File: config.mk
export PLATFORM = sky130hd
export DESIGN_NAME = bsc_top
export DESIGN_NICKNAME = d
export VERILOG_FILES = /design/src/common/bsc_pkg.sv /design/src/common/bsc_stream_if.sv /design/src/rtl/bsc_top.sv /design/src/rtl/bsc_fifo.sv /design/src/rtl/bsc_cell.sv
export VERILOG_INCLUDE_DIRS = /design/src /design/src/common
export SDC_FILE = /design/constraint.sdc
export NUM_CORES = 1
export LEC_CHECK = 0
export BUFFER_PORTS_ARGS = -buffer_cell sky130_fd_sc_hd__clkbuf_2
export CORE_MARGIN = 8
export CORE_UTILIZATION = 60
export CTS_BUF_LIST = sky130_fd_sc_hd__clkbuf_16
export CTS_CLUSTER_SIZE = 40
export DETAILED_ROUTE_END_ITERATION = 16
export HOLD_SLACK_MARGIN = 0.1
export PLACE_DENSITY_LB_ADDON = 0.08
export SLEW_MARGIN = 20
export SYNTH_ARGS = -nofsm -noshare
export SYNTH_HDL_FRONTEND = slang
export SYNTH_SLANG_ARGS = --single-unit
File: constraint.sdc
create_clock -name clk_sys -period 3.1 [get_ports clk_sys]
set_input_delay 0.31 -clock clk_sys [delete_from_list [all_inputs] [get_ports clk_sys]]
set_output_delay 0.31 -clock clk_sys [all_outputs]
set_load 0.005 [all_outputs]
File: src/common/bsc_map.svh
// constants, codes and bit positions of the boundary-scan test logic
//
// Notes on behaviour
// - each cell captures the synchronised pin input so it can be shifted out
// - update registers drive pin value and enable when a cell overrides the core
// - shift, capture and update strobes come from the internal test state machine only
// - the pin override mode comes from decoding the active instruction register
// - serial data runs cell to cell from tdi through the chain to tdo
// - under extest the pin value and enable take update register data
// - entering extest at once drives values already held in the update registers
// - capture phase latches pin values, shift phase moves them out on tdo
// - update phase copies the shifted data into the update registers
// - data shifted in on tdi leaves tdo only after every chain cell
// - an all-ones instruction selects the one-bit bypass register for the data path
// - bypass samples tdi on rising tck, shows it on tdo at the following fall
`ifndef BSC_MAP_SVH
`define BSC_MAP_SVH

// instruction register width and codes
`define BSC_IR_WIDTH 4
`define BSC_IR_EXTEST 4'h0
`define BSC_IR_SAMPLE 4'h5
`define BSC_IR_BYPASS 4'hF
`define BSC_IR_CAPTURE 4'h1

// structure defaults
`define BSC_PIN_COUNT 8
`define BSC_FIFO_DEPTH 8

// link event word: edge kind, mode select, serial data
`define BSC_EV_WIDTH 3
`define BSC_EV_RISE 2
`define BSC_EV_TMS 1
`define BSC_EV_TDI 0

// shift bits inside one pin cell, tdi side first
`define BSC_CELL_BITS 3
`define BSC_CELL_IN 0
`define BSC_CELL_OE 1
`define BSC_CELL_OUT 2

`endif

File: src/common/bsc_pkg.sv
// types shared by the boundary-scan test logic
package bsc_pkg;

   // test access port controller states, one-hot
   typedef enum logic [15:0] {
      TLR    = 16'h0001,
      IDLE   = 16'h0002,
      SEL_DR = 16'h0004,
      CAP_DR = 16'h0008,
      SHF_DR = 16'h0010,
      EX1_DR = 16'h0020,
      PAU_DR = 16'h0040,
      EX2_DR = 16'h0080,
      UPD_DR = 16'h0100,
      SEL_IR = 16'h0200,
      CAP_IR = 16'h0400,
      SHF_IR = 16'h0800,
      EX1_IR = 16'h1000,
      PAU_IR = 16'h2000,
      EX2_IR = 16'h4000,
      UPD_IR = 16'h8000
   } bsc_tap_type;

endpackage

File: src/common/bsc_stream_if.sv
// valid and ready stream carrier between the scan logic modules
`timescale 1ns/1ps
interface bsc_stream_if #(
   parameter int W = 3
);
   logic valid;
   logic ready;
   logic [W-1:0] data;

   modport source (output valid, output data, input ready);
   modport sink (input valid, input data, output ready);
endinterface

File: src/rtl/bsc_top.sv
// boundary-scan test logic: link sampling, test state machine, cell chain and bypass
`timescale 1ns/1ps
`include "bsc_map.svh"
module bsc_top #(
   parameter int PIN_COUNT = `BSC_PIN_COUNT,
   parameter int FIFO_DEPTH = `BSC_FIFO_DEPTH
) (
   input wire logic clk_sys,
   input wire logic srst,
   input wire logic tck,
   input wire logic tms,
   input wire logic tdi,
   output logic tdo,
   output logic tdo_oe_n,
   input wire logic [PIN_COUNT-1:0] core_out,
   input wire logic [PIN_COUNT-1:0] core_oe,
   input wire logic [PIN_COUNT-1:0] pin_in,
   output logic [PIN_COUNT-1:0] pin_out,
   output logic [PIN_COUNT-1:0] pin_oe_n
);
   localparam int CHAIN_LEN = PIN_COUNT * `BSC_CELL_BITS;
   localparam int IRW = `BSC_IR_WIDTH;

   ////////////////////////////////////////////////////////////////////////
   // test state machine step on a rising tck

   function automatic bsc_pkg::bsc_tap_type tap_step(input bsc_pkg::bsc_tap_type s, input logic m);
      case (s)
         bsc_pkg::TLR:    tap_step = m ? bsc_pkg::TLR : bsc_pkg::IDLE;
         bsc_pkg::IDLE:   tap_step = m ? bsc_pkg::SEL_DR : bsc_pkg::IDLE;
         bsc_pkg::SEL_DR: tap_step = m ? bsc_pkg::SEL_IR : bsc_pkg::CAP_DR;
         bsc_pkg::CAP_DR: tap_step = m ? bsc_pkg::EX1_DR : bsc_pkg::SHF_DR;
         bsc_pkg::SHF_DR: tap_step = m ? bsc_pkg::EX1_DR : bsc_pkg::SHF_DR;
         bsc_pkg::EX1_DR: tap_step = m ? bsc_pkg::UPD_DR : bsc_pkg::PAU_DR;
         bsc_pkg::PAU_DR: tap_step = m ? bsc_pkg::EX2_DR : bsc_pkg::PAU_DR;
         bsc_pkg::EX2_DR: tap_step = m ? bsc_pkg::UPD_DR : bsc_pkg::SHF_DR;
         bsc_pkg::UPD_DR: tap_step = m ? bsc_pkg::SEL_DR : bsc_pkg::IDLE;
         bsc_pkg::SEL_IR: tap_step = m ? bsc_pkg::TLR : bsc_pkg::CAP_IR;
         bsc_pkg::CAP_IR: tap_step = m ? bsc_pkg::EX1_IR : bsc_pkg::SHF_IR;
         bsc_pkg::SHF_IR: tap_step = m ? bsc_pkg::EX1_IR : bsc_pkg::SHF_IR;
         bsc_pkg::EX1_IR: tap_step = m ? bsc_pkg::UPD_IR : bsc_pkg::PAU_IR;
         bsc_pkg::PAU_IR: tap_step = m ? bsc_pkg::EX2_IR : bsc_pkg::PAU_IR;
         bsc_pkg::EX2_IR: tap_step = m ? bsc_pkg::UPD_IR : bsc_pkg::SHF_IR;
         bsc_pkg::UPD_IR: tap_step = m ? bsc_pkg::SEL_DR : bsc_pkg::IDLE;
         default:         tap_step = bsc_pkg::TLR;
      endcase
   endfunction

   ////////////////////////////////////////////////////////////////////////
   // link and pin synchronisers

   logic [2:0] link_s1;
   logic [2:0] link_s2;
   logic [PIN_COUNT-1:0] pin_s1;
   logic [PIN_COUNT-1:0] pin_s2;

   // two flops on every pin from outside the clock domain
   always_ff @(posedge clk_sys)
   begin
      if (srst)
      begin
         link_s1 <= '0;
         link_s2 <= '0;
         pin_s1 <= '0;
         pin_s2 <= '0;
      end
      else
      begin
         link_s1 <= {tck, tms, tdi};
         link_s2 <= link_s1;
         pin_s1 <= pin_in;
         pin_s2 <= pin_s1;
      end
   end

   ////////////////////////////////////////////////////////////////////////
   // tck edge detection into the event buffer

   bsc_stream_if #(.W(`BSC_EV_WIDTH)) ev_in ();
   bsc_stream_if #(.W(`BSC_EV_WIDTH)) ev_out ();

   logic tck_prev;
   wire tck_now = link_s2[2];
   wire tck_edge = tck_now != tck_prev;

   // every tck edge becomes one event word
   assign ev_in.valid = tck_edge;
   assign ev_in.data = {tck_now, link_s2[1], link_s2[0]};

   // edge is held and retried while the buffer is full
   always_ff @(posedge clk_sys)
   begin
      if (srst)
         tck_prev <= 1'b0;
      else if (ev_in.ready)
         tck_prev <= tck_now;
   end

   bsc_fifo #(
      .W(`BSC_EV_WIDTH),
      .D(FIFO_DEPTH)
   ) u_fifo (
      .clk_sys(clk_sys),
      .srst(srst),
      .push(ev_in),
      .pop(ev_out)
   );

   ////////////////////////////////////////////////////////////////////////
   // event taking, one event every other cycle at most

   logic busy;
   assign ev_out.ready = ~busy;

   wire ev_take = ev_out.valid & ev_out.ready;
   wire ev_rise = ev_out.data[`BSC_EV_RISE];
   wire ev_tms = ev_out.data[`BSC_EV_TMS];
   wire ev_tdi = ev_out.data[`BSC_EV_TDI];
   wire rise_take = ev_take & ev_rise;
   wire fall_take = ev_take & ~ev_rise;

   // one settle cycle after each event
   always_ff @(posedge clk_sys)
   begin
      if (srst)
         busy <= 1'b0;
      else
         busy <= ev_take;
   end

   ////////////////////////////////////////////////////////////////////////
   // test state machine

   bsc_pkg::bsc_tap_type tap;
   bsc_pkg::bsc_tap_type next_tap;

   // state moves only on rising tck events
   assign next_tap = rise_take ? tap_step(tap, ev_tms) : tap;

   always_ff @(posedge clk_sys)
   begin
      if (srst)
         tap <= bsc_pkg::TLR;
      else
         tap <= next_tap;
   end

   ////////////////////////////////////////////////////////////////////////
   // instruction register and mode decode

   logic [IRW-1:0] ir_shift;
   logic [IRW-1:0] ir_active;

   // shift stage, low bit leaves first
   always_ff @(posedge clk_sys)
   begin
      if (srst)
         ir_shift <= `BSC_IR_BYPASS;
      else if (rise_take && tap == bsc_pkg::CAP_IR)
         ir_shift <= `BSC_IR_CAPTURE;
      else if (rise_take && tap == bsc_pkg::SHF_IR)
         ir_shift <= {ev_tdi, ir_shift[IRW-1:1]};
   end

   // active instruction loads on the falling edge in update-ir
   always_ff @(posedge clk_sys)
   begin
      if (srst)
         ir_active <= `BSC_IR_BYPASS;
      else if (tap == bsc_pkg::TLR)
         ir_active <= `BSC_IR_BYPASS;
      else if (fall_take && tap == bsc_pkg::UPD_IR)
         ir_active <= ir_shift;
   end

   // cell mode and data register selection from the active instruction
   wire extest_mode = ir_active == `BSC_IR_EXTEST;
   wire sample_mode = ir_active == `BSC_IR_SAMPLE;
   wire boundary_sel = extest_mode | sample_mode;
   wire bypass_sel = ~boundary_sel;

   ////////////////////////////////////////////////////////////////////////
   // internal cell strobes

   // strobes are built here from tap state, never from pins
   wire shift_en = rise_take & (tap == bsc_pkg::SHF_DR) & boundary_sel;
   wire capture_en = rise_take & (tap == bsc_pkg::CAP_DR) & boundary_sel;
   wire update_en = fall_take & (tap == bsc_pkg::UPD_DR) & boundary_sel;

   ////////////////////////////////////////////////////////////////////////
   // boundary cell chain

   logic [PIN_COUNT:0] serial_link;
   logic [CHAIN_LEN-1:0] chain;
   logic [PIN_COUNT-1:0] upd_out;
   logic [PIN_COUNT-1:0] upd_oe;

   assign serial_link[0] = ev_tdi;

   // cells in order from tdi to tdo
   for (genvar i = 0; i < PIN_COUNT; i++)
   begin : g_cell
      wire [`BSC_CELL_BITS-1:0] cell_cap = {pin_out[i], ~pin_oe_n[i], pin_s2[i]};
      wire [1:0] cell_upd;

      bsc_cell u_cell (
         .clk_sys(clk_sys),
         .srst(srst),
         .shift_en(shift_en),
         .capture_en(capture_en),
         .update_en(update_en),
         .cell_serial_input(serial_link[i]),
         .cap_in(cell_cap),
         .cell_serial_output(serial_link[i+1]),
         .shift_bits(chain[i*`BSC_CELL_BITS +: `BSC_CELL_BITS]),
         .upd_bits(cell_upd)
      );

      assign upd_oe[i] = cell_upd[1];
      assign upd_out[i] = cell_upd[0];
   end

   ////////////////////////////////////////////////////////////////////////
   // bypass register

   logic byp;

   // one bit path, cleared in capture, loaded from tdi in shift
   always_ff @(posedge clk_sys)
   begin
      if (srst)
         byp <= 1'b0;
      else if (rise_take && tap == bsc_pkg::CAP_DR && bypass_sel)
         byp <= 1'b0;
      else if (rise_take && tap == bsc_pkg::SHF_DR && bypass_sel)
         byp <= ev_tdi;
   end

   ////////////////////////////////////////////////////////////////////////
   // test data output, changed on falling tck events

   wire dr_tail = bypass_sel ? byp : serial_link[PIN_COUNT];
   wire shifting = (tap == bsc_pkg::SHF_DR) | (tap == bsc_pkg::SHF_IR);
   wire next_tdo = (tap == bsc_pkg::SHF_IR) ? ir_shift[0] : dr_tail;

   always_ff @(posedge clk_sys)
   begin
      if (srst)
      begin
         tdo <= 1'b0;
         tdo_oe_n <= 1'b1;
      end
      else if (fall_take)
      begin
         if (shifting)
            tdo <= next_tdo;
         tdo_oe_n <= ~shifting;
      end
   end

   ////////////////////////////////////////////////////////////////////////
   // pin drive selection

   // extest hands the pins to the update registers, otherwise the core
   wire [PIN_COUNT-1:0] next_pin_out = extest_mode ? upd_out : core_out;
   wire [PIN_COUNT-1:0] next_pin_oe = extest_mode ? upd_oe : core_oe;

   always_ff @(posedge clk_sys)
   begin
      if (srst)
      begin
         pin_out <= '0;
         pin_oe_n <= '1;
      end
      else
      begin
         pin_out <= next_pin_out;
         pin_oe_n <= ~next_pin_oe;
      end
   end
endmodule

File: src/rtl/bsc_fifo.sv
// first-in first-out buffer of link events ahead of the test state machine
`timescale 1ns/1ps
module bsc_fifo #(
   parameter int W = 3,
   parameter int D = 8
) (
   input wire logic clk_sys,
   input wire logic srst,
   bsc_stream_if.sink push,
   bsc_stream_if.source pop
);
   localparam int AW = (D > 1) ? $clog2(D) : 1;
   localparam logic [AW:0] FULL_COUNT = (AW + 1)'(D);
   localparam logic [AW-1:0] LAST_SLOT = AW'(D - 1);

   logic [W-1:0] mem [D];
   logic [AW-1:0] wr_ptr;
   logic [AW-1:0] rd_ptr;
   logic [AW:0] count;

   // handshakes and honest flags
   wire do_push = push.valid & push.ready;
   wire do_pop = pop.valid & pop.ready;
   assign push.ready = count != FULL_COUNT;
   assign pop.valid = count != '0;
   assign pop.data = mem[rd_ptr];

   // next pointers wrap for any depth
   wire [AW-1:0] next_wr_ptr = (wr_ptr == LAST_SLOT) ? '0 : wr_ptr + 1'b1;
   wire [AW-1:0] next_rd_ptr = (rd_ptr == LAST_SLOT) ? '0 : rd_ptr + 1'b1;

   // storage write
   always_ff @(posedge clk_sys)
   begin
      if (do_push)
         mem[wr_ptr] <= push.data;
   end

   // pointers and fill level
   always_ff @(posedge clk_sys)
   begin
      if (srst)
      begin
         wr_ptr <= '0;
         rd_ptr <= '0;
         count <= '0;
      end
      else
      begin
         if (do_push)
            wr_ptr <= next_wr_ptr;
         if (do_pop)
            rd_ptr <= next_rd_ptr;
         if (do_push && !do_pop)
            count <= count + 1'b1;
         else if (do_pop && !do_push)
            count <= count - 1'b1;
      end
   end
endmodule

File: src/rtl/bsc_cell.sv
// one user pin boundary-scan cell: capture, shift and update stages
`timescale 1ns/1ps
`include "bsc_map.svh"
module bsc_cell (
   input wire logic clk_sys,
   input wire logic srst,
   input wire logic shift_en,
   input wire logic capture_en,
   input wire logic update_en,
   input wire logic cell_serial_input,
   input wire logic [`BSC_CELL_BITS-1:0] cap_in,
   output logic cell_serial_output,
   output logic [`BSC_CELL_BITS-1:0] shift_bits,
   output logic [1:0] upd_bits
);

   // capture and shift stage
   always_ff @(posedge clk_sys)
   begin
      if (srst)
         shift_bits <= '0;
      else if (capture_en)
         shift_bits <= cap_in;
      else if (shift_en)
         shift_bits <= {shift_bits[`BSC_CELL_BITS-2:0], cell_serial_input};
   end

   // update stage: bit 1 is the enable, bit 0 the value
   always_ff @(posedge clk_sys)
   begin
      if (srst)
         upd_bits <= '0;
      else if (update_en)
         upd_bits <= {shift_bits[`BSC_CELL_OE], shift_bits[`BSC_CELL_OUT]};
   end

   assign cell_serial_output = shift_bits[`BSC_CELL_BITS-1];
endmodule

==> flow_metrics.py <==
metrics = {
    "place": {
        "place_inst": 744,
        "place_congestion": 0.819,
        "port_buffers": 46,
        "hpwl_um": 8530,
    },
    "worst_setup_path": {
        "critical_path_class": "flop to flop",
        "endpoint_kind": "flop",
        "cp-start-kind": "flop",
        "r2r-start": "u_fifo.count[0]",
        "crit_chain": "nor4_1, nor2_1, inv_2, ha_1, inv_1, ha_1, a21o_1, a21oi_1, xnor2_1, or3_1, a21oi_1",
        "cp_data_arrival_time_ns": 3.17,
        "ff2ff_setup_slack_ns": 0.28,
        "cp_num_buf_inv": 2,
        "crit_path_max_fanout": 10,
        "cpMaxStageDelayCell": "nor4_1",
        "critical-path-max-stage-delay_ns": 0.44,
        "cp.required_ns": 3.45,
        "reg2reg_depth": 11,
        "crit_family": "simple AND/OR/NAND/NOR gates",
        "r2r-end": "u_fifo.count[3]",
    },
    "grt": {
        "grt_usage": 0.195,
        "grt_max_degree": 47,
        "grt_pass1_vias": 4258,
        "antenna_found_initial": 0,
        "grt_pass1_wl_um": 20600,
        "overflow": 0,
    },
    "routing": {
        "drc_errors": 0,
        "antenna_left": 0,
        "dr_total_vias": 4388,
        "drt_first_pass_iters": 5,
        "routedWlPerCell_um": 16.4,
        "vias_per_cell": 5.62,
        "drt_wl_total_um": 12800,
        "drt_iter0_markers": 296,
    },
    "layout": {
        "finalNonFillerCells": 781,
        "fill_cells": 758,
        "multiInputGateArea_um2": 2700,
        "layout-drive-gt1-share": 0.163,
        "final_common_cell": "dfxtp_1",
        "layout.area.seq_um2": 3120,
        "utilization": 0.690,
        "areaGrowthSynthToFinish_pct": 14.1,
        "final_cell_mix": "dfxtp_1 (120), nand2_1 (75), nor2_1 (53), clkbuf_2 (46), mux2i_1 (44)",
        "antennaDiodeCount": 0,
        "fin_nets": 672,
    },
    "die": {
        "initial_utilization": 0.605,
        "row_count": 37,
        "num_io_pins": 47,
        "die_height_um": 117,
        "dieWidth_um": 117,
        "design.die.area_um2": 13700,
        "placeableCoreArea_um2": 10100,
    },
    "synth": {
        "synth_area_um2": 6130,
        "synth_flop_cell": "dfxtp_1",
        "avgSynthCellArea_um2": 10.3,
        "synth_nets": 632,
        "yosysUniqueCellTypes": 57,
        "synth_edf_count": 24,
        "yosysSeqAreaShare": 0.509,
        "ys_ff_latch": 144,
        "async_reset_ff_frac": 0,
        "yosysWarningCount": 0,
        "synth_cells": 595,
    },
    "sta": {
        "hold_slack_ns": 0.111,
        "tightest_slew_ns": 0.693,
        "rsz0062_at_grt": "false",
        "setup_violations": 0,
        "finClkSkew_ns": 0.0129,
        "hold_viol": 0,
        "slew_headroom": 0.538,
        "finalSetupTns_ns": 0,
        "fin_crit_ns": 2.82,
        "fmax_mhz": 354,
        "final_max_slew_viol_count": 0,
        "finalCritPeriodShare": 0.911,
    },
    "hold_path": {
        "holdPathEnd": "link_s1[1]",
        "hp-class": "primary input to flop",
        "whs_path_depth": 2,
        "worstHoldStart": "tms",
    },
    "power_and_ir_drop": {
        "pwr_density_cell_nw_per_um2": 726,
        "seq_power_share": 0.419,
        "switching_power_w": 0.00144,
        "p_comb_frac": 0.186,
        "internal_power_w": 0.00364,
        "leakage_nw": 2.52,
        "clkPwrFrac": 0.395,
        "swShare": 0.284,
        "ir_drop_uv": 486,
    },
    "clock_network": {
        "cts_buffers": 17,
        "htree_levels": 4,
        "root_buffer": "clkbuf_16",
        "clk_latency_ns": 0.42,
        "clk_path_buf_depth": 2,
        "cts.sinks": 144,
        "clkTransAtPathRegs_ns": 0.06,
        "cts_tree": "yes",
    },
    "job": {
        "max-cap-violations": 0,
    },
    "status": {
        "status": "finished, final reports clean",
    },
}
state kept, by name, indices dropped and copies added, names as in the netlist, 4 cells and up, named ones only:
signal                    count
ir_shift                      4
g_cell.u_cell.upd_bits       16
pin_s2                        8
g_cell.u_cell.shift_bits     24
u_fifo.count                  4
ir_active                     4
tap                          16
pin_oe_n                      8
u_fifo.mem                   24
pin_out                       8
pin_s1                        8
stage by stage:
| stage | total power, W | area, um2 | worst slack, ns |
|---|---|---|---|
| floorplan | 0.00289 | 6130 | 0.673 |
| global placement | 0.00305 | 6330 | 0.488 |
| detailed placement | 0.00309 | 6330 | 0.338 |
| CTS | 0.00509 | 7000 | 0.260 |
| global route | 0.00529 | 7000 | 0.0689 |
| finish | 0.00508 | 7000 | 0.277 |
routing by layer:
layer | vias up | track usage | part of all wire
li1 | 2187 | - | -
met1 | 2087 | 0.250 | 0.47
met2 | 100 | 0.313 | 0.47
met3 | 14 | 0.0554 | 0.046
met4 | 0 | 0.0623 | 0.012
met5 | - | 0 | 0
Yosys cell counts (all sizes together), types with 10 or more instances:
cell type	number	area share
nor2b	22	0.022
o21ai	10	0.0082
nor3	10	0.0082
mux2i	44	0.072
nand2	75	0.046
dfxtp	120	0.39
nor2	53	0.032
a21oi	43	0.035
buf	27	0.035
edfxtp	24	0.12
clkbuf	17	0.012
o2bb2ai	25	0.036
nand3	15	0.013
power groups by stage:
| stage | registers (W) | logic (W) | clock network (W) |
|---|---|---|---|
| floorplan | 0.00208 | 0.000808 | 0 |
| global placement | 0.00216 | 0.000894 | 0 |
| detailed placement | 0.00216 | 0.000922 | 0 |
| CTS | 0.00213 | 0.000940 | 0.00203 |
| global route | 0.00214 | 0.00104 | 0.00211 |
| finish | 0.00213 | 0.000943 | 0.00201 |
logic make-up (layout without fill, tap and decap cells):
kind of cell	after synthesis	after routing	synth area share
and+or+nand+nor	231	231	0.196
DFF	144	144	0.509
AOI/OAI and AO/OA	100	100	0.117
muxes	51	51	0.0921
buffers and inverters	49	99	0.0510
xor gates and xnor gates	12	12	0.0171
adders and majority gates	8	8	0.0176
repair_timing:
item	CTS	global route
hold buffers	8	0
setup buffers	0	0
resized for setup	0	0
endpoints found under the hold margin	8	0
cell type report:
| class | count | share of cell area |
|---|---|---|
| multi-input cells | 402 | 0.386 |
| clock buffers | 19 | 0.0680 |
| inverters | 4 | 0.00215 |
| clock inverters | 10 | 0.0159 |
| repair buffers | 66 | 0.0572 |
| flip-flops and latches | 144 | 0.446 |
| well taps | 136 | 0.0243 |
how the worst max path moves through the flow:
stage	startpoint	to	slack (ns)	depth (start not counted)
after global placement	u_fifo.count[0]	u_fifo.count[3]	0.49	11
after floorplan	u_fifo.count[0]	u_fifo.count[3]	0.67	11
after global routing	u_fifo.count[0]	u_fifo.count[3]	0.07	11
final	u_fifo.count[0]	u_fifo.count[3]	0.28	11
after detailed placement	u_fifo.count[0]	u_fifo.count[3]	0.34	11
after CTS	u_fifo.count[0]	u_fifo.count[3]	0.26	11
worst register-to-register path: stages (launching register included):
cell	delay, ns
dfxtp_1	0.37
nor4_1	0.44
nor2_1	0.17
inv_2	0.22
ha_1	0.23
inv_1	0.11
ha_1	0.30
a21o_1	0.17
a21oi_1	0.20
xnor2_1	0.11
or3_1	0.30
a21oi_1	0.14
Note: power is estimated with default switching activity, not from simulation.
